### src/clock_gen_defines.svh
// field positions, codes, reset values and timing counts of the clock generator
`ifndef CLOCK_GEN_DEFINES_SVH
`define CLOCK_GEN_DEFINES_SVH

// clock mode register layout and reset value
`define CM_RESET_VALUE 8'h00
`define CM_DIV_MSB 7
`define CM_DIV_LSB 6
`define CM_SEL_MSB 5
`define CM_SEL_LSB 4
`define CM_MAIN_STOP_BIT 2
`define CM_HS_STOP_BIT 1
`define CM_LS_STOP_BIT 0

// clock selection field codes
`define SEL_LS 2'h0
`define SEL_HS 2'h1
`define SEL_MAIN 2'h2

// division field codes
`define DIV_BY1 2'h3
`define DIV_BY2 2'h2
`define DIV_BY4 2'h1
`define DIV_BY8 2'h0

// oscillation method codes of option byte one
`define METHOD_UNUSED 2'h0
`define METHOD_XIN 2'h1
`define METHOD_SUB_OSCILLATOR_INPUT 2'h2
`define METHOD_EXT 2'h3

// stabilisation preload values
`define TIMER1_STAB_VALUE 8'h01
`define PRESCALER12_STAB_VALUE 8'hFF

// on-chip oscillator periods and derived cycle counts
`define CLOCK_PERIOD_NS 10
`define LS_PERIOD_NS 1000
`define HS_PERIOD_NS 20
`define LS_DIV_CYCLES ((`LS_PERIOD_NS + `CLOCK_PERIOD_NS - 1) / `CLOCK_PERIOD_NS)
`define HS_DIV_CYCLES ((`HS_PERIOD_NS + `CLOCK_PERIOD_NS - 1) / `CLOCK_PERIOD_NS)

// low-speed ticks without a main edge that count as a stop
`define DET_LS_TICKS 4'h8

`endif

### src/clock_gen_pkg.sv
// types shared by the clock generator modules
package clock_gen_pkg;

  typedef enum logic [1:0] {
    RUN,
    WAIT_HALT,
    STOP_HALT,
    STOP_STAB
  } halt_state_type;

  typedef struct packed {
    logic [1:0] div;
    logic [1:0] sel;
    logic reserved;
    logic main_stop;
    logic hs_stop;
    logic ls_stop;
  } clock_mode_type;

  typedef struct packed {
    logic ls_lock;
    logic [1:0] method;
  } option_type;

  typedef struct packed {
    logic reset_en;
    logic active;
  } detector_write_type;

  typedef struct packed {
    logic reset_en;
    logic active;
    logic status;
  } detector_state_type;

endpackage

### src/tick_divider.sv
// one-cycle tick every ratio cycles while the oscillator runs
`timescale 1ns/1ps
`default_nettype none
module tick_divider #(
  parameter int unsigned RATIO = 2
) (
  input wire logic clock,
  input wire logic reset,
  input wire logic run,
  output logic tick
);
  logic [7:0] count_r;
  logic last_w;

  assign last_w = (count_r == 8'(RATIO - 1));

  // count restarts whenever the oscillator is stopped
  always_ff @(posedge clock or posedge reset) begin
    if (reset) begin
      count_r <= 8'h00;
    end else if (!run || last_w) begin
      count_r <= 8'h00;
    end else begin
      count_r <= count_r + 8'h01;
    end
  end

  assign tick = run && last_w;
endmodule // tick_divider
`default_nettype wire

### src/osc_stop_monitor.sv
// counts low-speed ticks between main edges and flags a missing oscillation
`timescale 1ns/1ps
`default_nettype none
`include "clock_gen_defines.svh"
module osc_stop_monitor (
  input wire logic clock,
  input wire logic reset,
  input wire logic enable,
  input wire logic ls_tick,
  input wire logic main_edge,
  output logic stop_seen
);
  logic [3:0] gap_r;
  logic hit_w;

  assign hit_w = enable && ls_tick && (gap_r == (`DET_LS_TICKS - 4'h1));

  // any main edge restarts the gap; saturates so the flag pulses once
  always_ff @(posedge clock or posedge reset) begin
    if (reset) begin
      gap_r <= 4'h0;
    end else if (!enable || main_edge) begin
      gap_r <= 4'h0;
    end else if (ls_tick && gap_r != `DET_LS_TICKS) begin
      gap_r <= gap_r + 4'h1;
    end
  end

  assign stop_seen = hit_w;
endmodule // osc_stop_monitor
`default_nettype wire

### src/clock_gen_lowpower_osc_monitor.sv
// clock generator with stop/wait modes and main oscillation stop detector
// Function
// - stop instruction halts cpu clock high and stops oscillators, low-speed lock aside.
// - stop with stabilisation bit 0 loads timer 1 with 01, prescaler with FF.
// - stop with stabilisation bit 1 leaves timer 1 and prescaler untouched.
// - external interrupt in stop restarts oscillators, clock held high until timer 1 underflow.
// - reset leaves stop without any stabilisation wait.
// - wait instruction halts cpu clock high, oscillators keep their state.
// - wait ends at once on reset or accepted interrupt.
// - low-speed lock ignores writes of 1 to its stop bit, runs in stop.
// - after reset root is low-speed oscillator, cpu clock divided by 8.
// - unused oscillation pins block writing selection code 10.
// - active detector with low-speed running sets status when main stops.
// - reset enable plus detected stop raises an internal reset.
// - detector reset keeps active and status; external reset clears both.
// - writing 0 to active also clears status.
// - power-on, low-voltage, watchdog and stop-function resets clear status.
// - re-enabling detector reset with retained bits resets again at once.
// - watchdog underflow or stop-function reset may set status while active.
// - detector watches main input, resonator or external clock alike.
// - division field gives root divided by 1, 2, 4 or 8.
`timescale 1ns/1ps
`default_nettype none
`include "clock_gen_defines.svh"
module clock_gen_lowpower_osc_monitor (
  input wire logic clock,
  input wire logic reset,
  input wire logic main_oscillator_input,
  input wire logic sub_oscillator_input,
  input wire logic stop_instruction,
  input wire logic wait_instruction,
  input wire logic interrupt_accepted,
  input wire logic external_interrupt_accepted,
  input wire logic stab_set_bit,
  input wire logic timer1_underflow,
  input wire clock_gen_pkg::option_type options,
  input wire logic cm_wr_en,
  input wire clock_gen_pkg::clock_mode_type cm_wr_data,
  input wire logic det_wr_en,
  input wire clock_gen_pkg::detector_write_type det_wr_data,
  input wire logic power_on_reset,
  input wire logic low_voltage_reset,
  input wire logic watchdog_reset,
  input wire logic watchdog_underflow,
  input wire logic stop_function_reset,
  input wire logic stop_function_select,
  output logic cpu_clock,
  output clock_gen_pkg::halt_state_type halt_state,
  output clock_gen_pkg::clock_mode_type clock_mode_register,
  output logic main_osc_enable,
  output logic hs_osc_enable,
  output logic ls_osc_enable,
  output logic timer1_load,
  output logic [7:0] timer1_load_value,
  output logic [7:0] prescaler12_load_value,
  output clock_gen_pkg::detector_state_type detector,
  output logic osc_stop_reset
);
  import clock_gen_pkg::*;

  halt_state_type state_r, state_nxt;
  clock_mode_type cm_r, cm_nxt;
  logic phi_r, phi_nxt;
  logic [2:0] div_count_r;
  logic [1:0] pin_w;
  logic [1:0] edge_w;
  logic [1:0] s1_r, s2_r, s3_r, stable_r;
  logic load_r;
  logic active_r, status_r, reset_en_r, det_reset_r;
  logic sync_reset_w, stop_halt_w, halted_w;
  logic main_run_w, hs_run_w, ls_run_w;
  logic ls_tick_w, hs_tick_w, main_tick_w, sub_tick_w, ext_tick_w, root_tick_w;
  logic stop_seen_w, det_set_w, det_clear_w, fire_w, sel_change_w;
  logic [2:0] div_limit_w;

  // limit of the phase counter for a division code
  function automatic logic [2:0] div_limit(input logic [1:0] code);
    case (code)
      `DIV_BY1: div_limit = 3'h0;
      `DIV_BY2: div_limit = 3'h1;
      `DIV_BY4: div_limit = 3'h3;
      default: div_limit = 3'h7;
    endcase
  endfunction

  // oscillator pins come from other clocks: three flops, edge once stage two and three agree
  assign pin_w = {sub_oscillator_input, main_oscillator_input};
  for (genvar i = 0; i < 2; i++) begin : g_pin_sync
    always_ff @(posedge clock or posedge reset) begin
      if (reset) begin
        s1_r[i] <= 1'b0;
        s2_r[i] <= 1'b0;
        s3_r[i] <= 1'b0;
        stable_r[i] <= 1'b0;
      end else begin
        s1_r[i] <= pin_w[i];
        s2_r[i] <= s1_r[i];
        s3_r[i] <= s2_r[i];
        if (s2_r[i] == s3_r[i]) begin
          stable_r[i] <= s3_r[i];
        end
      end
    end
    assign edge_w[i] = (s2_r[i] == s3_r[i]) && (s3_r[i] != stable_r[i]);
  end

  // oscillators stop in stop mode, low-speed under lock aside; wait keeps whatever ran before
  assign sync_reset_w = power_on_reset || low_voltage_reset || watchdog_reset
                        || stop_function_reset || det_reset_r;
  // oscillators wait for the parked high phase, or a stop taken while low would freeze it low
  assign stop_halt_w = (state_r == STOP_HALT) && phi_r;
  assign halted_w = (state_r != RUN);
  assign main_run_w = !cm_r.main_stop && !stop_halt_w;
  assign hs_run_w = !cm_r.hs_stop && !stop_halt_w;
  assign ls_run_w = !cm_r.ls_stop && (!stop_halt_w || options.ls_lock);

  tick_divider #(.RATIO(`LS_DIV_CYCLES)) u_ls_osc (
    .clock(clock),
    .reset(reset),
    .run(ls_run_w),
    .tick(ls_tick_w)
  );

  tick_divider #(.RATIO(`HS_DIV_CYCLES)) u_hs_osc (
    .clock(clock),
    .reset(reset),
    .run(hs_run_w),
    .tick(hs_tick_w)
  );

  // root clock source; the external clock arrives on the main input
  assign main_tick_w = edge_w[0] && main_run_w;
  assign sub_tick_w = edge_w[1] && main_run_w;
  assign ext_tick_w = (options.method == `METHOD_XIN && main_tick_w)
                      || (options.method == `METHOD_SUB_OSCILLATOR_INPUT && sub_tick_w)
                      || (options.method == `METHOD_EXT && main_tick_w);
  assign root_tick_w = (cm_r.sel == `SEL_LS) ? ls_tick_w :
                       (cm_r.sel == `SEL_HS) ? hs_tick_w :
                       (cm_r.sel == `SEL_MAIN) ? ext_tick_w : 1'b0;

  // detector sees raw main input edges whatever the method
  osc_stop_monitor u_monitor (
    .clock(clock),
    .reset(reset),
    .enable(active_r && ls_run_w),
    .ls_tick(ls_tick_w),
    .main_edge(edge_w[0]),
    .stop_seen(stop_seen_w)
  );

  // halt sequencing; reset paths skip the stabilisation wait
  always_comb begin
    state_nxt = state_r;
    case (state_r)
      RUN: begin
        if (stop_instruction) begin
          state_nxt = STOP_HALT;
        end else if (wait_instruction) begin
          state_nxt = WAIT_HALT;
        end
      end
      WAIT_HALT: begin
        if (interrupt_accepted) begin
          state_nxt = RUN;
        end
      end
      STOP_HALT: begin
        if (external_interrupt_accepted) begin
          state_nxt = STOP_STAB;
        end
      end
      STOP_STAB: begin
        if (timer1_underflow) begin
          state_nxt = RUN;
        end
      end
      default: state_nxt = RUN;
    endcase
  end

  // clock mode write with lock and unused-pin filters
  assign sel_change_w = cm_wr_en && (cm_nxt.sel != cm_r.sel);
  always_comb begin
    cm_nxt = cm_r;
    if (cm_wr_en) begin
      cm_nxt = cm_wr_data;
      cm_nxt.reserved = 1'b0;
      if (options.ls_lock) begin
        cm_nxt.ls_stop = 1'b0;
      end
      if (options.method == `METHOD_UNUSED && cm_wr_data.sel == `SEL_MAIN) begin
        cm_nxt.sel = cm_r.sel;
      end
    end
  end

  // cpu clock moves only on root ticks, so no phase is ever short; halts park it high
  assign div_limit_w = div_limit(cm_r.div);
  assign phi_nxt = (halted_w && phi_r) ? 1'b1 : !phi_r;

  always_ff @(posedge clock or posedge reset) begin
    if (reset) begin
      state_r <= RUN;
      cm_r <= `CM_RESET_VALUE;
      phi_r <= 1'b1;
      div_count_r <= 3'h0;
      load_r <= 1'b0;
    end else if (sync_reset_w) begin
      state_r <= RUN;
      cm_r <= `CM_RESET_VALUE;
      phi_r <= 1'b1;
      div_count_r <= 3'h0;
      load_r <= 1'b0;
    end else begin
      state_r <= state_nxt;
      cm_r <= cm_nxt;
      load_r <= (state_r == RUN) && stop_instruction && !stab_set_bit;
      if (sel_change_w) begin
        div_count_r <= 3'h0;
      end else if (root_tick_w) begin
        if (div_count_r >= div_limit_w) begin
          div_count_r <= 3'h0;
          phi_r <= phi_nxt;
        end else begin
          div_count_r <= div_count_r + 3'h1;
        end
      end
    end
  end

  // detector flags; a status set in the same cycle beats any status clear
  assign det_set_w = active_r && (stop_seen_w || watchdog_underflow
                     || (stop_function_reset && stop_function_select));
  assign det_clear_w = (det_wr_en && !det_wr_data.active)
                       || power_on_reset || low_voltage_reset || watchdog_reset
                       || stop_function_reset;
  assign fire_w = reset_en_r && active_r && status_r && !det_reset_r;

  always_ff @(posedge clock or posedge reset) begin
    if (reset) begin
      active_r <= 1'b0;
      status_r <= 1'b0;
      reset_en_r <= 1'b0;
      det_reset_r <= 1'b0;
    end else begin
      det_reset_r <= fire_w;
      if (det_set_w) begin
        status_r <= 1'b1;
      end else if (det_clear_w) begin
        status_r <= 1'b0;
      end
      if (power_on_reset) begin
        active_r <= 1'b0;
      end else if (det_wr_en) begin
        active_r <= det_wr_data.active;
      end
      // detector reset keeps active and status but drops the enable
      if (det_reset_r || sync_reset_w) begin
        reset_en_r <= 1'b0;
      end else if (det_wr_en) begin
        reset_en_r <= det_wr_data.reset_en;
      end
    end
  end

  // outputs
  assign cpu_clock = phi_r;
  assign halt_state = state_r;
  assign clock_mode_register = cm_r;
  assign main_osc_enable = main_run_w;
  assign hs_osc_enable = hs_run_w;
  assign ls_osc_enable = ls_run_w;
  assign timer1_load = load_r;
  assign timer1_load_value = `TIMER1_STAB_VALUE;
  assign prescaler12_load_value = `PRESCALER12_STAB_VALUE;
  assign detector = '{reset_en: reset_en_r, active: active_r, status: status_r};
  assign osc_stop_reset = det_reset_r;
endmodule // clock_gen_lowpower_osc_monitor
`default_nettype wire

### config.mk
export PLATFORM = sky130hd
export DESIGN_NAME = clock_gen_lowpower_osc_monitor
export DESIGN_NICKNAME = d
export VERILOG_FILES = /design/src/clock_gen_pkg.sv /design/src/tick_divider.sv /design/src/osc_stop_monitor.sv /design/src/clock_gen_lowpower_osc_monitor.sv
export VERILOG_INCLUDE_DIRS = /design/src
export SDC_FILE = /design/constraint.sdc
export NUM_CORES = 1
export LEC_CHECK = 0
export BUFFER_PORTS_ARGS = -buffer_cell sky130_fd_sc_hd__buf_2
export CORE_ASPECT_RATIO = 0.5
export CORE_MARGIN = 1
export CORE_UTILIZATION = 47
export DETAILED_ROUTE_END_ITERATION = 16
export GPL_TIMING_DRIVEN = 0
export HOLD_SLACK_MARGIN = 0.15
export PLACE_DENSITY = 0.74
export SYNTH_ARGS = -nofsm -noshare
export SYNTH_HDL_FRONTEND = slang
export SYNTH_SLANG_ARGS = --single-unit
### constraint.sdc
create_clock -name clock -period 2 [get_ports clock]
set_input_delay 0.2 -clock clock [delete_from_list [all_inputs] [get_ports clock]]
set_output_delay 0.2 -clock clock [all_outputs]
set_load 0.01 [all_outputs]
; ---- Yosys cells after proc, flatten, opt, wreduce, memory -nomap -nowiden
; Index checks and enable logic that the tools add are counted.
[op_classes]
add_sub_neg = 4
order_cmp = 1
eq_ne = 26
muxes = 35
reduce_logical = 70
[ops]
columns = operator, count
row1 = 8-bit 2-to-1 mux, 4
row2 = 1-bit logical AND, 28
row3 = 1-bit logical OR, 17
row4 = "8-bit by 1-bit adder with 8-bit output, second input constant", 2
row5 = "2-bit equality test, second input constant", 8
row6 = 1-bit 2-to-1 mux, 16
row7 = 2-bit nonzero test, 8
row8 = 2-bit 2-to-1 mux, 7
row9 = 3-bit 2-to-1 mux, 4
row10 = 1-bit logical NOT, 11
row11 = "3-bit inequality test, second input constant", 3
row12 = 3-bit one-hot mux with 3 select lines, 1
row13 = "2-bit by 1-bit equality test with 1-bit output, second input constant", 4
row14 = "8-bit by 1-bit equality test with 1-bit output, second input constant", 1
row15 = "8-bit by 7-bit equality test with 1-bit output, second input constant", 1
row16 = 4-bit 2-to-1 mux, 2
row17 = "4-bit inequality test, second input constant", 2
row18 = 2-bit one-hot mux with 4 select lines, 1
row19 = 2-bit logical NOT, 3
row20 = "4-bit by 1-bit adder with 4-bit output, second input constant", 1
row21 = "4-bit by 3-bit equality test with 1-bit output, second input constant", 1
row22 = 4-bit AND reduction, 1
row23 = "3-bit by 1-bit adder with 3-bit output, second input constant", 1
row24 = 3-bit >= comparator, 1
row25 = other kinds (6), 8
[totals]
regBits = 47
inputBits = 31
out_inout_bits = 35
wordCells = 161

; ---- Depth between registers and ports, before layout
; Gate-level depths: netlist of run 1.
[logic_depth]
ltp_word = 14
mapped_depth = 7
ltp_nobuf = 7

; ---- By module
; Synthesis of run 1 repeated with hierarchy kept, for this count alone.
[unflattened]
hier_cells = 247
area_unflattened_um2 = 2529.9
[by_module_without_submodules]
columns = module, instances, cells_each, area_per_inst_um2, seq_area_each_um2
row1 = clock_gen_lowpower_osc_monitor, 1, 141, 1473.9, 651.9
row2 = tick_divider (u_hs_osc), 1, 41, 405.4, 200.2
row3 = tick_divider (u_ls_osc), 1, 38, 399.1, 200.2
row4 = osc_stop_monitor, 1, 27, 251.5, 100.1

; ---- Worst setup path before layout of run 1
; OpenSTA, ideal clock, no wires.
[synth_timing]
path_kind = register to register
startpoint = register u_hs_osc.count_r[1]
endpoint = register phi_r, in the netlist cpu_clock
setup_time_ps = 82
t_arrival_ps = 1840
t_required_ps = 1918
setup_slack_ps = 78
path_stages_with_launch = 8
path_buffers = 0
synth_period_minus_slack_ps = 1922
cell_sequence = dfrtp_1 > inv_1 > ha_1 > or4b_1 > nor4_2 > a41oi_1 > a31oi_2 > mux2_4
[synth_via]
elab_chain_len = 6
[synth_lines]
columns = item, line_no
row1 = from (decl), tick_divider.sv:12  ; logic [7:0] count_r;
row2 = from (signal assigned), tick_divider.sv:24  ; count_r <= count_r + 8'h01;
row3 = 8-bit by 1-bit equality test with 1-bit output, tick_divider.sv:15  ; assign last_w = (count_r == 8'(RATIO - 1));
row4 = 1-bit logical AND, tick_divider.sv:28  ; assign tick = run && last_w;
row5 = 1-bit 2-to-1 mux, clock_gen_lowpower_osc_monitor.sv:138  ; (cm_r.sel == `SEL_HS) ? hs_tick_w :
row6 = 1-bit 2-to-1 mux, clock_gen_lowpower_osc_monitor.sv:137  ; assign root_tick_w = (cm_r.sel == `SEL_LS) ? ls_tick_w :
row7 = 2-bit nonzero test (no line), n/a
row8 = 3-bit AND reduction (no line), n/a
row9 = to (signal assigned), clock_gen_lowpower_osc_monitor.sv:223  ; phi_r <= phi_nxt;
row10 = to (decl), clock_gen_lowpower_osc_monitor.sv:63  ; logic phi_r, phi_nxt;
; Every way passes these cells.
; A chain may end at the register's enable or synchronous reset.

; ---- Worst setup path in the final report of run 1
; Same ends and word-level chain as after synthesis.

==> results.sh, run 1 <==
export IMPL_status="completed"
export IMPL_crit_fanout=2
export IMPL_avgSynthCellArea_sq_um=10.30
export IMPL_finalHoldViolations=0
export IMPL_grtUsageTotal_pct=18.47
export IMPL_fin_skew_ns=0.009274
export IMPL_dpl_cell_area_sq_mm=0.002840
export IMPL_syn_area_sq_mm=0.002441
export IMPL_hold_start="cm_wr_data[2]"
export IMPL_rrSetupSlack_ns=0.02
export IMPL_dieWidth_um=103.9
export IMPL_reg2reg_depth=7
export IMPL_cts_root_buffer="clkbuf_8"
export IMPL_pin_count=66
export IMPL_htreeDepth=2
export IMPL_worstHoldPathCells=3
export IMPL_pre_cts_ws_ns=-0.1337
export IMPL_irDropWorstVdd_v=0.0004592
export IMPL_cp_start_kind="flop"
export IMPL_clk_latency_ns=0.30
export IMPL_nets=360
export IMPL_drcViolationCount=0
export IMPL_clkTransAtPathRegs_ns=0.09
export IMPL_cts_buffers=5
export IMPL_grt_pass1_vias=1855
export IMPL_multi_input_area_sq_mm=0.001196
export IMPL_fin_cells=391
export IMPL_fp_dieArea_sq_mm=0.005504
export IMPL_critical_path_class="reg -> reg"
export IMPL_register_area_sq_mm=0.001152
export IMPL_leakage_nw=1.541
export IMPL_initial_utilization_pct=49.27
export IMPL_syn_inst=237
export IMPL_timing_max_transition_violations_final=0
export IMPL_yosys_cell_types_count=49
export IMPL_io_buffer_count=47
export IMPL_final_setup_tns_ns=0
export IMPL_slowest_stage="or4b_4"
export IMPL_gp_congestion=0.8117
export IMPL_path_cells="inv_2 > ha_4 > or4b_4 > nor4_4 > a41oi_2 > a31oi_2 > mux2_4"
export IMPL_first_pass_iters=4
export IMPL_cp_top_family="simple AND/OR/NAND/NOR gates"
export IMPL_grt_overflow_total=0
export IMPL_dr_total_vias=1951
export IMPL_ys_flop_type="dfrtp_1"
export IMPL_arrival_ns=2.21
export IMPL_cts_num_sinks=46
export IMPL_syn2layout_area_growth_pct=28.14
export IMPL_holdPathEnd="clock_mode_register[2]"
export IMPL_rsz0062_at_grt="yes"
export IMPL_p_per_area_mw_per_mm2=806.7
export IMPL_required_ns=2.23
export IMPL_dpl_cell_count=370
export IMPL_r2r_end="cpu_clock"
export IMPL_synth_edff_count=0
export IMPL_yosysWarnings=0
export IMPL_r2r_start="u_hs_osc.count_r[1]"
export IMPL_clk_path_buf_depth=2
export IMPL_ys_seq_area_share_pct=47.21
export IMPL_cp_end_kind="flop"
export IMPL_utilization_pct=63.13
export IMPL_max_slew_margin_pct=62.85
export IMPL_final_antenna_net_count=0
export IMPL_drt_iter0_markers=135
export IMPL_wl_um=4844
export IMPL_wire_per_inst_um=12.39
export IMPL_cap_viol_max_count=0
export IMPL_fin_crit_ns=1.979
export IMPL_rows=18
export IMPL_fillers=400
export IMPL_worstMarginPinSlew_ns=0.5573
export IMPL_core_sq_mm=0.004955
export IMPL_layout_setup_ws_ns=0.02113
export IMPL_n_antenna_cell=0
export IMPL_clock_fmax_ghz=0.5053
export IMPL_max_stage_delay_ns=0.47
export IMPL_async_flop_share_pct=100.0
export IMPL_cts_tree="yes"
export IMPL_dpl_hpwl_um=3499
export IMPL_die_h_um=52.96
export IMPL_viasPerCell=4.990
export IMPL_holdCritPathClass="in -> reg"
export IMPL_ys_seq_elements=46
export IMPL_grt_start_max_net_pins=33
export IMPL_grt_pass1_wl_um=7935
export IMPL_critical_path_depth=7
export IMPL_worst_path_buf_inv=1
export IMPL_drive_above_1_share_pct=32.40
export IMPL_setup_viol=0
export IMPL_final_cell_area_sq_mm=0.003128
export IMPL_fin_crit_sh_pct=98.94
export IMPL_antenna_found_initial=0
==> state kept, by name, summed over array words and instances (netlist names) <==
register and flops:
s3_r 2, u_ls_osc.count_r 8, u_monitor.gap_r 4, cpu_clock 1, status_r 1, active_r 1
halt_state 2, osc_stop_reset 1, s1_r 2, u_hs_osc.count_r 8, clock_mode_register 7, s2_r 2
timer1_load 1, div_count_r 3, stable_r 2, reset_en_r 1
==> layer usage <==
layer | wire length, um | track usage (%) | up-vias
met5 | 0 | 0 | -
met4 | 43 | 6.905 | 0
met3 | 204 | 3.448 | 5
met2 | 2439 | 34.89 | 53
met1 | 2156 | 21.62 | 951
li1 | - | - | 942
==> kinds of logic (layout without fill, tap and decap cells) <==
logic type               Yosys count  after routing  share of synthesized area, %
adder cells (fa/ha/maj)           11             11                         5.433
AND/OR/NAND/NOR                   95             95                         21.43
multiplexers                      12             12                         5.792
XOR/XNOR                          15             15                         5.382
other                              2             17                        0.3076
buffers and inverters             35            104                         8.508
AO/OA/AOI/OAI                     21             21                         5.946
flip-flops                        46             46                         47.21
==> through the flow <==
stage | hold WS [ns] | total power [mW]
final | 0.1587 | 2.523
after global routing | 0.1789 | 2.693
after CTS | 0.1512 | 2.526
after detailed placement | 0.1816 | 1.747
after global placement | 0.3092 | 1.714
after floorplan | 0.2314 | 1.598
==> synth_stat cells (3+ instances only) <==
library cell | count | share of area, %
xnor2_1 | 4 | 1.4
nand2b_1 | 5 | 1.3
mux2i_1 | 10 | 4.1
ha_1 | 9 | 4.6
nand2_1 | 14 | 2.2
and3_1 | 3 | 0.77
dfrtp_1 | 45 | 46
o21ai_0 | 4 | 0.82
buf_4 | 20 | 6.2
clkbuf_1 | 3 | 0.46
nor2b_1 | 3 | 0.77
nor2_1 | 30 | 4.6
a21oi_1 | 7 | 1.4
nand3_1 | 14 | 2.9
xor2_1 | 11 | 3.9
inv_1 | 11 | 1.7
==> worst max-delay path by stage <==
stage                                 startpoint              to  slack (ns)
after global routing         u_hs_osc.count_r[1]       cpu_clock       -0.08
final                        u_hs_osc.count_r[1]       cpu_clock        0.02
after global placement    clock_mode_register[7]  div_count_r[1]       -0.06
after detailed placement  clock_mode_register[7]  div_count_r[0]       -0.13
after floorplan              u_hs_osc.count_r[1]       cpu_clock        0.08
after CTS                    u_hs_osc.count_r[1]       cpu_clock       -0.08
==> what timing repair did <==
action,CTS,global route
hold endpoints to repair,21,0
setup buffers,3,2
hold buffers,8,0
pin swaps,4,4
endpoints found under the setup margin,4,12
gates resized for setup,6,6
==> worst register-to-register path: stages (launching register included) <==
cell and delay (ns):
dfrtp_1 0.40, inv_2 0.07, ha_4 0.11, or4b_4 0.47, nor4_4 0.18, a41oi_2 0.17
a31oi_2 0.21, mux2_4 0.31
==> cell usage in the layout (no fill, tap or decap), types with 3 or more instances in the layout <==
| master | netlist | routed |
|---|---|---|
| ha_1 | 9 | 7 |
| a21oi_1 | 7 | 6 |
| conb_1 | 2 | 17 |
| dlygate4sd3_1 | 0 | 8 |
| dfrtp_1 | 45 | 45 |
| inv_1 | 11 | 9 |
| xnor2_1 | 4 | 4 |
| xor2_1 | 11 | 11 |
| buf_2 | 1 | 48 |
| buf_4 | 20 | 25 |
| nor2_1 | 30 | 30 |
| clkbuf_1 | 3 | 3 |
| mux2i_1 | 10 | 10 |
| clkbuf_8 | 0 | 5 |
| and3_1 | 3 | 3 |
| nand2_1 | 14 | 14 |
| nand3_1 | 14 | 14 |
| nor2b_1 | 3 | 3 |
| nand2b_1 | 5 | 5 |
| o21ai_0 | 4 | 3 |
==> report_power, final <==
part / switching [mW] / internal [mW] / total [mW]
combinational: 0.307 / 0.332 / 0.639
clock: 0.314 / 0.373 / 0.687
sequential: 0.133 / 1.06 / 1.20
total: 0.754 / 1.77 / 2.52
==> cell type report <==
cell class                 instances  area share [%]
timing repair buffer              61           11.92
tap                               70           2.800
buffer                            24           5.360
clock buffer                       6           2.320
clock inverter                     2           1.200
inverter                          11           1.320
sequential                        46           36.84
multi-input combinational        171           38.24
(Power assumes the default switching activity.)
==> inputs of run 2 (changes only) <==
--- a/config.mk
+++ b/config.mk
@@ -9,11 +9,11 @@
 export BUFFER_PORTS_ARGS = -buffer_cell sky130_fd_sc_hd__buf_2
 export CORE_ASPECT_RATIO = 0.5
 export CORE_MARGIN = 1
-export CORE_UTILIZATION = 47
+export CORE_UTILIZATION = 45
 export DETAILED_ROUTE_END_ITERATION = 16
 export GPL_TIMING_DRIVEN = 0
 export HOLD_SLACK_MARGIN = 0.15
-export PLACE_DENSITY = 0.74
+export PLACE_DENSITY = 0.71
 export SYNTH_ARGS = -nofsm -noshare
 export SYNTH_HDL_FRONTEND = slang
 export SYNTH_SLANG_ARGS = --single-unit
==> results.sh, run 2 (synthesis gave the netlist of run 1 again) <==
export IMPL_rsz0062_at_grt="yes"
export IMPL_dpl_cell_area_sq_mm=0.002840
export IMPL_layout_setup_ws_ns=-0.02276
export IMPL_p_per_area_mw_per_mm2=772.3
export IMPL_fp_dieArea_sq_mm=0.005741
export IMPL_clk_path_buf_depth=2
export IMPL_clock_fmax_ghz=0.4944
export IMPL_finalHoldViolations=0
export IMPL_drcViolationCount=0
export IMPL_wl_um=5066
export IMPL_cp_end_kind="flop"
export IMPL_fin_crit_ns=2.023
export IMPL_holdWs_ns=0.1579
export IMPL_layout_common_cells="buf_2, dfrtp_1, nor2_1, buf_4, conb_1"
export IMPL_dpl_cell_count=370
export IMPL_initial_utilization_pct=48.17
export IMPL_path_cells="and3b_1 > or4_1 > a211o_1 > a31oi_2 > mux2_4"
export IMPL_cts_num_sinks=46
export IMPL_io_buffer_count=47
export IMPL_fin_crit_sh_pct=101.1
export IMPL_multi_input_area_sq_mm=0.001185
export IMPL_holdCritPathClass="in -> reg"
export IMPL_pre_cts_ws_ns=-0.1249
export IMPL_fin_cells=392
export IMPL_cts_tree="yes"
export IMPL_violations="setup timing"
export IMPL_grtUsageTotal_pct=19.46
export IMPL_cts_root_buffer="clkbuf_8"
export IMPL_cts_buffers=5
export IMPL_grt_pass1_vias=1832
export IMPL_slowest_stage="dfrtp_1"
export IMPL_first_pass_iters=4
export IMPL_fillers=436
export IMPL_clk_latency_ns=0.30
export IMPL_grt_start_max_net_pins=32
export IMPL_irDropWorstVdd_v=0.0005028
export IMPL_grtUsageMet3_pct=3.632
export IMPL_viasPerCell=4.980
export IMPL_status="finished with violations"
export IMPL_gp_congestion=0.8097
export IMPL_final_cell_area_sq_mm=0.003104
export IMPL_final_antenna_net_count=0
export IMPL_syn2layout_area_growth_pct=27.17
export IMPL_core_sq_mm=0.005067
export IMPL_final_setup_tns_ns=-0.02276
export IMPL_final_common_cell="buf_2"
export IMPL_grt_overflow_total=0
export IMPL_rows=18
export IMPL_rrSetupSlack_ns=-0.02
export IMPL_use_met2_pct=36.04
export IMPL_nets=361
export IMPL_drt_iter0_markers=96
export IMPL_worstMarginPinSlew_ns=0.5067
export IMPL_drive_above_1_share_pct=31.99
export IMPL_max_slew_margin_pct=66.22
export IMPL_power_mw=2.397
export IMPL_dieWidth_um=106.2
export IMPL_antenna_found_initial=0
export IMPL_register_area_sq_mm=0.001154
export IMPL_timing_max_transition_violations_final=0
export IMPL_clkTransAtPathRegs_ns=0.08
export IMPL_utilization_pct=61.26
export IMPL_fin_skew_ns=0.006905
export IMPL_cp_start_kind="flop"
export IMPL_crit_fanout=6
export IMPL_cap_viol_max_count=0
export IMPL_arrival_ns=2.26
export IMPL_critical_path_class="reg -> reg"
export IMPL_dr_total_vias=1952
export IMPL_use_met1_pct=22.96
export IMPL_grt_pass1_wl_um=8445
export IMPL_dpl_hpwl_um=3570
export IMPL_required_ns=2.23
export IMPL_pin_count=66
export IMPL_htreeDepth=2
export IMPL_die_h_um=54.08
export IMPL_grt_most_used_layer="met2"
export IMPL_leakage_nw=1.543
export IMPL_max_stage_delay_ns=0.44
export IMPL_wire_per_inst_um=12.92
export IMPL_setup_viol=1
export IMPL_n_antenna_cell=0
[run 2: final cells by class]
class	count	area share, %
well taps	70	2.821
multi-input cells	171	38.17
clock buffers	6	2.338
inverters	11	1.330
plain buffers	24	5.401
flip-flops and latches	46	37.16
clock inverters	2	0.4434
repair buffers	62	12.33
[run 2: layer usage]
layer / wire length [um] / up-vias
met5: 0 / -
met4: 83 / 0
met3: 187 / 9
met2: 2556 / 49
met1: 2239 / 948
li1: - / 946
[run 2: worst max-delay path, delay by kind of cell, from the launching register on]
family	cells	cell delay [ns]
muxes	1	0.31
AOI/OAI and AO/OA	2	0.52
DFF	1	0.44
and+or+nand+nor	2	0.68
[run 2: timing repair]
| action | 4_1_cts | 5_1_grt |
|---|---|---|
| buffers inserted | 2 | 3 |
| hold buffers | 9 | 0 |
| endpoints found under the hold margin | 23 | 0 |
| gates cloned | 0 | 0 |
| gates resized for setup | 6 | 5 |
| pin swaps | 3 | 3 |
| setup endpoints to repair | 4 | 8 |
[run 2: report_power, final]
part	total [mW]	switching, mW	internal, mW
registers	1.20	0.136	1.06
logic	0.630	0.304	0.326
clock network	0.566	0.319	0.247
total	2.40	0.760	1.64
[run 2: path summary, 6_finish.rpt]
check,cells after the start,start,to
setup reg to reg,5,halt_state[1],cpu_clock
hold reg to reg,0,s1_r[0],s2_r[0]
max in group asynchronous,4,reset,cpu_clock
setup / recovery,5,halt_state[1],cpu_clock
hold / removal,3,det_wr_data[0],active_r
min in group asynchronous,3,reset,stable_r[0]
